### config.mk
export PLATFORM = sky130hd
export DESIGN_NAME = rsc_reset_control
export DESIGN_NICKNAME = d
export VERILOG_FILES = /design/src/design/rsc_pkg.sv /design/src/design/rsc_wdt_counter.sv /design/src/design/rsc_reset_control.sv
export VERILOG_INCLUDE_DIRS = /design/src /design/src/design
export SDC_FILE = /design/constraint.sdc
export NUM_CORES = 1
export LEC_CHECK = 0
export BUFFER_PORTS_ARGS = -buffer_cell sky130_fd_sc_hd__buf_2
export CORE_ASPECT_RATIO = 0.9
export CORE_UTILIZATION = 56
export CTS_CLUSTER_DIAMETER = 150
export DETAILED_ROUTE_END_ITERATION = 10
export PLACE_DENSITY = 0.82
export SYNTH_ARGS = -nofsm -noshare
export SYNTH_HDL_FRONTEND = slang
export SYNTH_SLANG_ARGS = --single-unit
### constraint.sdc
create_clock -name aclk -period 3.25 [get_ports aclk]
set_clock_uncertainty 0.2 [all_clocks]
set_input_delay 0.325 -clock aclk [delete_from_list [all_inputs] [get_ports aclk]]
set_output_delay 0.325 -clock aclk [all_outputs]
set_load 0.02 [all_outputs]
### src/design/rsc_regs.svh
`ifndef RSC_REGS_SVH
`define RSC_REGS_SVH

// register byte offsets
`define RSC_PERIOD_OFFSET   8'h00
`define RSC_STATUS_OFFSET   8'h04
`define RSC_ADDR_W          8

// watchdog period field
`define RSC_PERIOD_W        3
`define RSC_PERIOD_RESET    3'h7
`define RSC_PERIOD_BASE_EXP 8

// status register field positions
`define RSC_STAT_TIMEOUT    0
`define RSC_STAT_POWERDOWN  1
`define RSC_STAT_CAUSE_LSB  2
`define RSC_STAT_CAUSE_MSB  6

// cause codes, one-hot
`define RSC_CAUSE_POWERON   5'h01
`define RSC_CAUSE_PIN       5'h02
`define RSC_CAUSE_LOWSUPPLY 5'h04
`define RSC_CAUSE_WDT_RUN   5'h08
`define RSC_CAUSE_WDT_SLEEP 5'h10

// timing
`define RSC_CLK_KHZ         40000
`define RSC_RESET_DELAY_MS  100
`define RSC_LVR_QUALIFY_US  1000
`define RSC_SST_LONG        32'h0000_0400
`define RSC_SST_SHORT       32'h0000_0002

// axi responses
`define RSC_RESP_OKAY       2'h0
`define RSC_RESP_DECERR     2'h3

`endif

### src/design/rsc_pkg.sv
package rsc_pkg;

    typedef enum logic [3:0] {
        RSC_HOLD  = 4'h1,
        RSC_DELAY = 4'h2,
        RSC_START = 4'h4,
        RSC_RUN   = 4'h8
    } rsc_phase_e;

    typedef logic [4:0] rsc_cause_t;

    // static configuration options
    typedef struct packed {
        logic       low_supply_enable;
        logic [1:0] low_supply_threshold;
        logic       rc_clock_source;
        logic       short_startup;
    } rsc_config_s;

    // reset actions toward the core
    typedef struct packed {
        logic pc_clear;
        logic sp_clear;
        logic io_preset;
        logic warm_reset;
    } rsc_action_s;

    typedef struct packed {
        logic        pin_meta;
        logic        pin_sync;
        logic        lv_meta;
        logic        lv_sync;
        rsc_phase_e  phase;
        logic [31:0] count;
        logic [31:0] lv_count;
        logic [2:0]  period;
        logic        timeout_flag;
        logic        powerdown_flag;
        rsc_cause_t  cause;
        rsc_action_s act;
        logic        wdt_restart;
        logic [1:0]  threshold;
        logic        aw_held;
        logic [7:0]  aw_addr;
        logic        w_held;
        logic [31:0] w_data;
        logic        w_strb0;
        logic        bvalid;
        logic [1:0]  bresp;
        logic        rvalid;
        logic [31:0] rdata;
        logic [1:0]  rresp;
    } rsc_state_s;

endpackage

### src/design/rsc_wdt_counter.sv
`include "rsc_regs.svh"

module rsc_wdt_counter #(
    parameter int CODE_W   = `RSC_PERIOD_W,
    parameter int BASE_EXP = `RSC_PERIOD_BASE_EXP
) (
    // clock and reset
    input  wire logic              aclk,
    input  wire logic              aresetn,
    // control
    input  wire logic              tick,
    input  wire logic              restart,
    input  wire logic [CODE_W-1:0] period,
    // event
    output logic                   timeout
);

    localparam int CNT_W = BASE_EXP + (1 << CODE_W) - 1;

    typedef struct packed {
        logic [CNT_W-1:0] count;
        logic             timeout;
    } rsc_wdt_s;

    rsc_wdt_s         s;
    rsc_wdt_s         next_s;
    logic [CNT_W-1:0] terminal;

    assign terminal = {CNT_W{1'b1}} >> (~period);

    always_comb
    begin
        next_s = s;
        next_s.timeout = 1'b0;
        if (restart)
        begin
            next_s.count = '0;
        end
        else if (tick)
        begin
            // >= so a shortened period still expires
            if (s.count >= terminal)
            begin
                next_s.count = '0;
                next_s.timeout = 1'b1;
            end
            else
            begin
                next_s.count = s.count + CNT_W'(1);
            end
        end
    end

    always_ff @(posedge aclk)
    begin
        if (!aresetn)
        begin
            s <= '0;
        end
        else
        begin
            s <= next_s;
        end
    end

    assign timeout = s.timeout;
endmodule // rsc_wdt_counter

### src/design/rsc_reset_control.sv
// Implementation choices: the register addresses and the AXI4-Lite slave port.
`include "rsc_regs.svh"

// Behaviour
// - period register bits 7..3 read zero, writes to them ignored.
// - period code selects 2^8..2^15 watchdog clocks, each step doubling.
// - power-on reset clears the program counter.
// - power-on reset presets all port data and direction registers to ones.
// - after pin release wait the reset delay; execution held meanwhile.
// - pin pulled low while running clears program counter and restarts.
// - pin reset keeps a defined subset of registers unchanged.
// - five reset sources, each leaving its own register state.
// - low-supply reset acts only when enabled by configuration.
// - low supply must persist past qualify time before reset fires.
// - qualified low supply acts like a pin reset.
// - low-supply threshold chosen by configuration, not a register.
// - watchdog expiry while running acts like pin reset, sets timeout flag.
// - watchdog expiry in sleep clears only pc and sp, sets timeout flag.
// - cause flags: power-on 00, pin/low unchanged, run 1u, sleep 11.
// - start-up timer 1024 or 2 cycles with RC, 1024 with crystal.
module rsc_reset_control #(
    parameter int RESET_DELAY_CYCLES = `RSC_RESET_DELAY_MS * `RSC_CLK_KHZ,
    parameter int LVR_QUALIFY_CYCLES = (`RSC_LVR_QUALIFY_US * `RSC_CLK_KHZ + 999) / 1000
) (
    // clock and reset
    input  wire logic                  aclk,
    input  wire logic                  aresetn,
    // axi4-lite write
    input  wire logic [7:0]            awaddr,
    input  wire logic                  awvalid,
    output logic                       awready,
    input  wire logic [31:0]           wdata,
    input  wire logic [3:0]            wstrb,
    input  wire logic                  wvalid,
    output logic                       wready,
    output logic [1:0]                 bresp,
    output logic                       bvalid,
    input  wire logic                  bready,
    // axi4-lite read
    input  wire logic [7:0]            araddr,
    input  wire logic                  arvalid,
    output logic                       arready,
    output logic [31:0]                rdata,
    output logic [1:0]                 rresp,
    output logic                       rvalid,
    input  wire logic                  rready,
    // pins and analog
    input  wire logic                  external_reset_pin_n,
    input  wire logic                  low_supply_detect,
    output logic [1:0]                 low_supply_threshold,
    // configuration options
    input  wire rsc_pkg::rsc_config_s  cfg,
    // core side
    input  wire logic                  sleep_mode,
    input  wire logic                  halt_exec,
    input  wire logic                  wdt_clear,
    input  wire logic                  wdt_enable,
    input  wire logic                  wdt_tick,
    output rsc_pkg::rsc_action_s       action,
    output logic                       cpu_run,
    output logic                       timeout_flag,
    output logic                       powerdown_flag
);

    rsc_pkg::rsc_state_s s;
    rsc_pkg::rsc_state_s next_s;
    logic                wdt_timeout;
    logic                lv_fire;
    logic                lv_active;
    logic                full_evt;
    logic [31:0]         sst_cycles;
    logic [31:0]         rd_word;
    logic                rd_hit;

    // watchdog counter shares the period field
    rsc_wdt_counter #(
        .CODE_W   (`RSC_PERIOD_W),
        .BASE_EXP (`RSC_PERIOD_BASE_EXP)
    ) rsc_wdt_counter_inst (
        .aclk    (aclk),
        .aresetn (aresetn),
        .tick    (wdt_tick && wdt_enable && s.phase == rsc_pkg::RSC_RUN),
        .restart (s.wdt_restart || wdt_clear || halt_exec),
        .period  (s.period),
        .timeout (wdt_timeout)
    );

    // short start-up only with rc clock
    assign sst_cycles = (cfg.rc_clock_source && cfg.short_startup) ? `RSC_SST_SHORT
                                                                   : `RSC_SST_LONG;

    // qualify only while enabled, fire once
    assign lv_active = s.lv_count == 32'(LVR_QUALIFY_CYCLES);
    assign lv_fire = cfg.low_supply_enable && s.lv_sync
                     && s.lv_count == 32'(LVR_QUALIFY_CYCLES - 1);
    assign full_evt = (!s.pin_sync && s.phase != rsc_pkg::RSC_HOLD) || lv_fire
                      || (wdt_timeout && s.phase == rsc_pkg::RSC_RUN);

    // read mux; upper period bits read zero
    always_comb
    begin
        rd_word = 32'h0000_0000;
        rd_hit = 1'b1;
        if ({araddr[7:2], 2'h0} == `RSC_PERIOD_OFFSET)
        begin
            rd_word[`RSC_PERIOD_W-1:0] = s.period;
        end
        else if ({araddr[7:2], 2'h0} == `RSC_STATUS_OFFSET)
        begin
            rd_word[`RSC_STAT_TIMEOUT] = s.timeout_flag;
            rd_word[`RSC_STAT_POWERDOWN] = s.powerdown_flag;
            rd_word[`RSC_STAT_CAUSE_MSB:`RSC_STAT_CAUSE_LSB] = s.cause;
        end
        else
        begin
            rd_hit = 1'b0;
        end
    end

    always_comb
    begin
        next_s = s;
        next_s.pin_meta = external_reset_pin_n;
        next_s.pin_sync = s.pin_meta;
        next_s.lv_meta = low_supply_detect;
        next_s.lv_sync = s.lv_meta;
        next_s.act = '0;
        next_s.wdt_restart = 1'b0;
        next_s.threshold = cfg.low_supply_threshold;

        // short dips reset the qualify count
        if (!cfg.low_supply_enable || !s.lv_sync)
        begin
            next_s.lv_count = 32'h0000_0000;
        end
        else if (!lv_active)
        begin
            next_s.lv_count = s.lv_count + 32'h0000_0001;
        end

        // write channel
        if (awvalid && awready)
        begin
            next_s.aw_held = 1'b1;
            next_s.aw_addr = awaddr;
        end
        if (wvalid && wready)
        begin
            next_s.w_held = 1'b1;
            next_s.w_data = wdata;
            next_s.w_strb0 = wstrb[0];
        end
        if (s.aw_held && s.w_held)
        begin
            next_s.aw_held = 1'b0;
            next_s.w_held = 1'b0;
            next_s.bvalid = 1'b1;
            next_s.bresp = `RSC_RESP_OKAY;
            if ({s.aw_addr[7:2], 2'h0} == `RSC_PERIOD_OFFSET)
            begin
                // only the low field is stored
                if (s.w_strb0)
                begin
                    next_s.period = s.w_data[`RSC_PERIOD_W-1:0];
                end
            end
            else if ({s.aw_addr[7:2], 2'h0} != `RSC_STATUS_OFFSET)
            begin
                next_s.bresp = `RSC_RESP_DECERR;
            end
        end
        if (s.bvalid && bready)
        begin
            next_s.bvalid = 1'b0;
        end

        // read channel
        if (arvalid && arready)
        begin
            next_s.rvalid = 1'b1;
            next_s.rdata = rd_word;
            next_s.rresp = rd_hit ? `RSC_RESP_OKAY : `RSC_RESP_DECERR;
        end
        else if (s.rvalid && rready)
        begin
            next_s.rvalid = 1'b0;
        end

        // core flag events; halt set wins over clear
        if (wdt_clear)
        begin
            next_s.powerdown_flag = 1'b0;
        end
        if (halt_exec)
        begin
            next_s.powerdown_flag = 1'b1;
        end

        case (s.phase)
            rsc_pkg::RSC_HOLD:
            begin
                if (s.pin_sync && !lv_active)
                begin
                    next_s.phase = rsc_pkg::RSC_DELAY;
                    next_s.count = 32'h0000_0000;
                end
            end
            rsc_pkg::RSC_DELAY:
            begin
                if (s.count == 32'(RESET_DELAY_CYCLES - 1))
                begin
                    next_s.phase = rsc_pkg::RSC_START;
                    next_s.count = 32'h0000_0000;
                end
                else
                begin
                    next_s.count = s.count + 32'h0000_0001;
                end
            end
            rsc_pkg::RSC_START:
            begin
                if (s.count == sst_cycles - 32'h0000_0001)
                begin
                    next_s.phase = rsc_pkg::RSC_RUN;
                    next_s.count = 32'h0000_0000;
                end
                else
                begin
                    next_s.count = s.count + 32'h0000_0001;
                end
            end
            rsc_pkg::RSC_RUN:
            begin
                next_s.count = 32'h0000_0000;
            end
            default:
            begin
                next_s.phase = rsc_pkg::RSC_HOLD;
            end
        endcase

        // reset sources other than sleep expiry override any bus write in the same cycle
        if (full_evt && !(wdt_timeout && sleep_mode && s.pin_sync && !lv_fire))
        begin
            // warm reset keeps core registers, presets the rest
            next_s.act.pc_clear = 1'b1;
            next_s.act.sp_clear = 1'b1;
            next_s.act.io_preset = 1'b1;
            next_s.act.warm_reset = 1'b1;
            next_s.wdt_restart = 1'b1;
            next_s.period = `RSC_PERIOD_RESET;
            next_s.count = 32'h0000_0000;
            // pin and low supply leave both flags
            next_s.timeout_flag = s.timeout_flag;
            next_s.powerdown_flag = s.powerdown_flag;
            if (!s.pin_sync && s.phase != rsc_pkg::RSC_HOLD)
            begin
                next_s.phase = rsc_pkg::RSC_HOLD;
                next_s.cause = `RSC_CAUSE_PIN;
            end
            else if (lv_fire)
            begin
                next_s.phase = rsc_pkg::RSC_HOLD;
                next_s.cause = `RSC_CAUSE_LOWSUPPLY;
            end
            else
            begin
                // like pin reset but timeout flag set
                next_s.phase = rsc_pkg::RSC_DELAY;
                next_s.cause = `RSC_CAUSE_WDT_RUN;
                next_s.timeout_flag = 1'b1;
            end
        end
        else if (full_evt)
        begin
            // sleep expiry touches pc, sp and flags, then reruns the start-up timer
            next_s.act.pc_clear = 1'b1;
            next_s.act.sp_clear = 1'b1;
            next_s.wdt_restart = 1'b1;
            next_s.timeout_flag = 1'b1;
            next_s.powerdown_flag = 1'b1;
            next_s.cause = `RSC_CAUSE_WDT_SLEEP;
            next_s.phase = rsc_pkg::RSC_START;
            next_s.count = 32'h0000_0000;
        end
    end

    always_ff @(posedge aclk)
    begin
        if (!aresetn)
        begin
            s <= '0;
            s.phase <= rsc_pkg::RSC_HOLD;
            s.period <= `RSC_PERIOD_RESET;
            s.cause <= `RSC_CAUSE_POWERON;
            s.act <= 4'hF;
            s.wdt_restart <= 1'b1;
        end
        else
        begin
            s <= next_s;
        end
    end

    // bus handshakes; one write and one read in flight
    assign awready = !s.aw_held && !s.bvalid;
    assign wready = !s.w_held && !s.bvalid;
    assign bvalid = s.bvalid;
    assign bresp = s.bresp;
    assign arready = !s.rvalid;
    assign rvalid = s.rvalid;
    assign rdata = s.rdata;
    assign rresp = s.rresp;
    assign action = s.act;
    assign cpu_run = s.phase == rsc_pkg::RSC_RUN;
    assign timeout_flag = s.timeout_flag;
    assign powerdown_flag = s.powerdown_flag;
    assign low_supply_threshold = s.threshold;
endmodule // rsc_reset_control

==> metrics.txt, run 1 <==
non-filler cells in the finished layout 901; register area share after synthesis 40.1%; RSZ-0062 raised after global routing false; hold_sp wdata[1]; max cap viols 0; vias per inst 5.63; drt initial violations 257; dominant cells by area after synthesis dfxtp_1 40%, xnor2_1 6.0%, nor2_1 5.4%; clk buf depth 2; Slew HR 32.6%; met3 global-route usage 5.69%; layout cell share with drive strength beyond 1 16.3%; Routed WL 13700 um; nets 838; R2R Path End s[144]; Clock Latency Late Sink 0.42 ns; multi-input combinational cell area 0.00333 mm^2; die outline height 102 um; period utilization 86.7%; Port-buffer cells 59; DR vias 5070; crit path time final 2.82 ns; status completed; register-to-register path setup slack 0.43 ns; mapped cell area 0.00623 mm^2; number of enable flip-flop cells after synthesis 0; H-tree Lvls 4; area grow syn2layout 14.7%; Hold Path Sink s[40]; Clock transition at path regs 0.06 ns; Async SR Flop Fraction 0%; #FFs+latches synth 125; fmax 355 MHz; CTS tree built; initial antenna violation count 0; CP Class reg -> reg; n_diodes 0; DP Cell Count 855; Post-synth top cells 125 x dfxtp_1, 89 x nor2_1, 47 x nand2_1; Worst Path Required 3.39 ns; CTS buffer count 17; Crit Path Max Fanout 32; Slew Viols, Final 0; GRT Total Usage 25.3%; detailed-route DRC error count 0; # IOs 121; Final Cell Area 0.00715 mm^2; first-pass GRT wire length 23100 um; drt pass-1 iters 5; share of the synthesized area in the top cell type 40.1%; leak pwr 2.63 nW; Max VDD drop 0.419 mV; pin count of the biggest net entering global routing 33; Die X 113 um; area leader, netlist dfxtp_1; PD cells 612 mW/mm^2; CORE AREA 0.0108 mm^2; Layout fillers 894; CTS Root Cell clkbuf_16; final setup fails 0; GR met1 Demand/Resource 27.9%; GRT busiest layer met2; Crit Reg-Reg Startpoint s[115]; register area 0.00250 mm^2; CP Capture Type flip-flop; Starting Density 57.7%; Hold Crit Depth 3; Slew @ Worst Pin 1.00 ns; GP Congestion 0.836; met2 Resource Use GR 46.8%; synth unique cells 66; crit path DAT 2.96 ns; Core Rows 36; Syn Area/Cell 8.88 um^2; WL per Instance 15.2 um; # clock sinks 125; final setup TNS 0 ns; Reg2Reg Depth 7; yosys warns 0; vias in the first global route 5159; crit path launch type flip-flop; top-count cell post-synth dfxtp_1; die area 0.0116 mm^2; total grt overflow 0; final hold vios 0; DP Wirelength 9090 um; synthesized instance count 702; Post-synth top flop dfxtp_1; Tightest Hold Check Type in -> reg; Final ANT Viol Nets 0; Placed Area 0.00639 mm^2
flip-flops by register name (all words and copies together) (netlist names):
register,count
action,2
bresp,1
bvalid,1
low_supply_threshold,2
next_s,2
powerdown_flag,1
rdata,7
rresp,1
rsc_wdt_counter_inst.s,15
rsc_wdt_counter_inst.timeout,1
rvalid,1
s,90
timeout_flag,1
area by class of cell:
cell class | count | share of cell area, %
clock buffer | 19 | 6.20
clock inverter | 12 | 2.29
inverter | 15 | 0.788
multi-input combinational | 517 | 46.5
sequential | 125 | 35.0
tap | 133 | 2.33
timing repair buffer | 80 | 6.86
cells in the final DEF (no fill, tap or decap), types with 4 or more instances in the layout:
cell,netlist,final
a211oi_1,6,6
a211oi_2,6,6
a21oi_1,32,32
a22oi_1,7,7
and2_1,11,11
and3_1,14,14
and4_1,8,8
buf_2,11,59
buf_4,42,6
clkbuf_16,0,17
clkinvlp_4,0,4
conb_1,1,25
dfxtp_1,125,125
dlygate4sd3_1,0,15
ha_1,11,11
inv_1,15,15
mux2i_1,16,16
nand2_1,47,47
nand3_1,33,33
nand4_1,18,18
nor2_1,89,89
nor2b_1,20,20
nor3_1,16,16
nor4_1,11,11
o21a_1,4,4
o21ai_0,11,11
xnor2_1,43,43
xor2_1,29,29
metrics by stage:
| step | utilization, % | hold WS (ns) | worst slack [ns] | power (mW) |
|---|---|---|---|---|
| after floorplan | - | 0.212 | 0.775 | 2.33 |
| after global placement | 59.1 | 0.219 | 0.657 | 2.41 |
| after detailed placement | 59.1 | 0.222 | 0.561 | 2.44 |
| after CTS | 66.1 | 0.0239 | 0.460 | 4.38 |
| after global routing | 66.1 | 0.0163 | 0.265 | 4.54 |
| final | 66.1 | 0.0241 | 0.432 | 4.38 |
power breakdown:
part | internal [mW] | total (mW) | leakage, nW | switching (mW)
sequential | 1.61 | 1.69 | 1.01 | 0.0851
clock | 1.23 | 1.93 | 0.282 | 0.704
combinational | 0.266 | 0.749 | 1.34 | 0.483
total | 3.10 | 4.38 | 2.63 | 1.27
critical path, cell delays in order, from the launching register on:
cell and delay [ns]:
dfxtp_1 0.35, nor4_1 0.40, nand4_1 0.46, o21ai_1 0.42, a21boi_2 0.17, a211o_1 0.34
buf_4 0.24, nor2_1 0.16
repair_timing:
action                    4_1_cts  5_1_grt
hold buffers                   15        0
setup buffers                   0        0
hold endpoints to repair       14        0
resized for setup               0        0
layer usage:
metal | share of wire [%] | vias to the layer above
met5 | 0 | -
met3 | 3.8 | 24
li1 | - | 2479
met4 | 1.9 | 0
met2 | 50 | 136
met1 | 44 | 2431
worst max-delay path by stage:
stage          slack, ns  startpoint                          to
4_1_cts             0.46      s[114]                      s[147]
3_3_place_gp        0.66      s[164]                      s[161]
6_report            0.43      s[115]                      s[144]
2_1_floorplan       0.78      s[164]  rsc_wdt_counter_inst.s[10]
5_1_grt             0.26      s[114]                      s[157]
3_5_place_dp        0.56      s[164]                      s[159]
cells by family (layout without fill, tap and decap cells):
| logic type | Yosys count | count (layout) | share of synthesized area (%) |
|---|---|---|---|
| adders and majority gates | 11 | 11 | 2.21 |
| other | 1 | 25 | 0.0601 |
| and+or+nand+nor | 296 | 296 | 24.8 |
| xor gates and xnor gates | 72 | 72 | 10.1 |
| muxes | 18 | 18 | 2.93 |
| AOI/OAI and AO/OA | 95 | 95 | 11.8 |
| DFF | 125 | 125 | 40.1 |
| buffers and inverters | 84 | 126 | 7.95 |
Power figures use the tool's default switching activity.
==> run 2: changes to the inputs <==
==> constraint.sdc (replaced) <==
create_clock -name aclk -period 3.25 [get_ports aclk]
set_clock_uncertainty 0.2 [all_clocks]
set_input_delay 0.8125 -clock aclk [delete_from_list [all_inputs] [get_ports aclk]]
set_output_delay 0.8125 -clock aclk [all_outputs]
set_load 0.02 [all_outputs]
==> metrics.txt, run 2 (same netlist as run 1, synthesis figures left out) <==
GP Congestion 0.816 (-2.4%); Slew @ Worst Pin 1.01 ns (+0.00533 ns); Final ANT Viol Nets 0 (unchanged); die area 0.0116 mm^2 (unchanged); nets 824 (-1.7%); post-CTS setup buffer count 0 (unchanged); Core Rows 36 (unchanged); multi-input combinational cell area 0.00333 mm^2 (unchanged); area grow syn2layout 13.6%; Reg power frac 37.0% (-1.7 points); slowest stage delay, CP 0.55 ns (+0.09 ns); die outline height 102 um (unchanged); hold_sp next_s[166]; RSZ-0062 raised after global routing false; CTS tree built; crit path launch type flip-flop; Reg2Reg Depth 6 (-1); detailed-route DRC error count 0 (unchanged); CTS Root Cell clkbuf_16; layout cell share with drive strength beyond 1 17.0% (+0.68 points); Crit Reg-Reg Startpoint s[164]; CP Cell Sequence or4b_4 -> o311ai_4 -> o2111ai_4 -> a2111oi_2 -> xnor2_1 -> nor2_2; hold slack 0.238 ns (+0.214 ns); max reg flops 90 (unchanged); Switching Fraction 27.5% (-1.5 points); Clock transition at path regs 0.06 ns (about the same); Clock Latency Late Sink 0.42 ns (about the same); PD cells 645 mW/mm^2 (+5.4%); CP Class reg -> reg; hold-fix buffers at CTS 0 (-15); Starting Density 57.7% (unchanged); drt initial violations 289 (+12%); register-to-register path setup slack 0.56 ns (+0.13 ns); CP Capture Type flip-flop; Pint 3.31 mW (+6.7%); # clock sinks 125 (unchanged); final hold vios 0 (unchanged); GRT Total Usage 24.0% (-1.3 points); post-layout util 65.5% (-0.59 points); pre-CTS setup slack 0.529 ns (-0.0328 ns); pin count of the biggest net entering global routing 33 (unchanged); Combinational Power Share 16.2% (-0.9 points); final setup fails 0 (unchanged); leak pwr 2.62 nW (-0.30%); Max VDD drop 0.449 mV (+7.0%); Power Total 4.57 mW (+4.5%); crit path time final 2.69 ns (-0.133 ns); R2R Path End s[161]; vias per inst 5.58 (-0.84%); Worst Path Required 3.36 ns (-0.03 ns); Layout fillers 846 (-5.4%); Hold Crit Depth 1 (-2); register area 0.00250 mm^2 (unchanged); Slew Viols, Final 0 (unchanged); Crit-path slowest cell or4b_4; WL per Instance 14.6 um (-4.3%); max cap viols 0 (unchanged); period utilization 82.6% (-4.1 points); cts repair resizes 0 (unchanged); post-route setup slack 0.564 ns (+0.133 ns); final setup TNS 0 ns (unchanged); commonest non-fill, non-tap cell in the layout dfxtp_1; status completed; drt pass-1 iters 6 (+1); n_diodes 0 (unchanged); Die X 113 um (unchanged); crit path DAT 2.79 ns (-0.17 ns); H-tree Lvls 4 (unchanged); total grt overflow 0 (unchanged); Crit Path Max Fanout 14 (-56%); CORE AREA 0.0108 mm^2 (unchanged); fmax 372 MHz (+4.9%); # IOs 121 (unchanged); Largest Register s; DP Wirelength 8840 um (-2.8%); Port-buffer cells 59 (unchanged); clk buf depth 2 (unchanged); Slew HR 32.3% (-0.36 points); DR vias 4955 (-2.3%); most frequent cells in the layout 125 x dfxtp_1, 89 x nor2_1, 59 x buf_2; CTS buffer count 17 (unchanged); clock group share of total power 46.7% (+2.5 points); vias in the first global route 4743 (-8.1%); initial antenna violation count 0 (unchanged); Tightest Hold Check Type reg -> reg; Routed WL 13000 um (-5.7%); Hold Path Sink s[166]; Net Switching 1.26 mW (-1.1%); first-pass GRT wire length 22100 um (-4.5%)
[run 2: layout make-up]
type	count	area share (%)
multi-input combinational	517	47.0
clock inverter	12	2.91
clock buffer	20	6.59
timing repair buffer	66	5.09
sequential	125	35.3
tap	133	2.35
inverter	15	0.795
[run 2: worst max path at each step]
stage | startpoint | end | slack, ns | cells after the start
floorplan | s[164] | rsc_wdt_counter_inst.s[10] | 0.78 | 5
global placement | cfg[0] | s[154] | 0.52 | 8
detailed placement | cfg[0] | s[151] | 0.53 | 8
CTS | s[96] | rsc_wdt_counter_inst.s[11] | 0.56 | 8
global route | s[96] | rsc_wdt_counter_inst.s[10] | 0.27 | 8
finish | s[164] | s[161] | 0.56 | 6
[run 2: worst max-delay path, delay by kind of cell, from the launching register on]
family,cells,cell delay [ns]
AND/OR/NAND/NOR,2,0.60
flip-flops,1,0.49
AO/OA/AOI/OAI,3,1.08
XOR/XNOR,1,0.20
[run 2: stage by stage]
step | instances | cell area, um^2
floorplan | 726 | 6320
finish | 888 | 7090
detailed placement | 856 | 6410
global route | 888 | 7090
global placement | 856 | 6410
CTS | 888 | 7090
[run 2: power groups by stage]
| stage | clock [mW] | combinational, mW | sequential, mW |
|---|---|---|---|
| 2_1_floorplan | 0 | 0.624 | 1.70 |
| 3_3_place_gp | 0 | 0.722 | 1.72 |
| 3_5_place_dp | 0 | 0.735 | 1.72 |
| 4_1_cts | 2.15 | 0.740 | 1.69 |
| 5_1_grt | 2.23 | 0.815 | 1.70 |
| 6_report | 2.14 | 0.741 | 1.69 |
[run 2: routing by layer]
metal | wire, um | global-route usage, % | vias to the layer above
met2 | 6330 | 42.3 | 128
met1 | 5940 | 29.0 | 2357
met3 | 527 | 5.81 | 16
met5 | 0 | 0 | -
li1 | - | - | 2454
met4 | 158 | 7.89 | 0
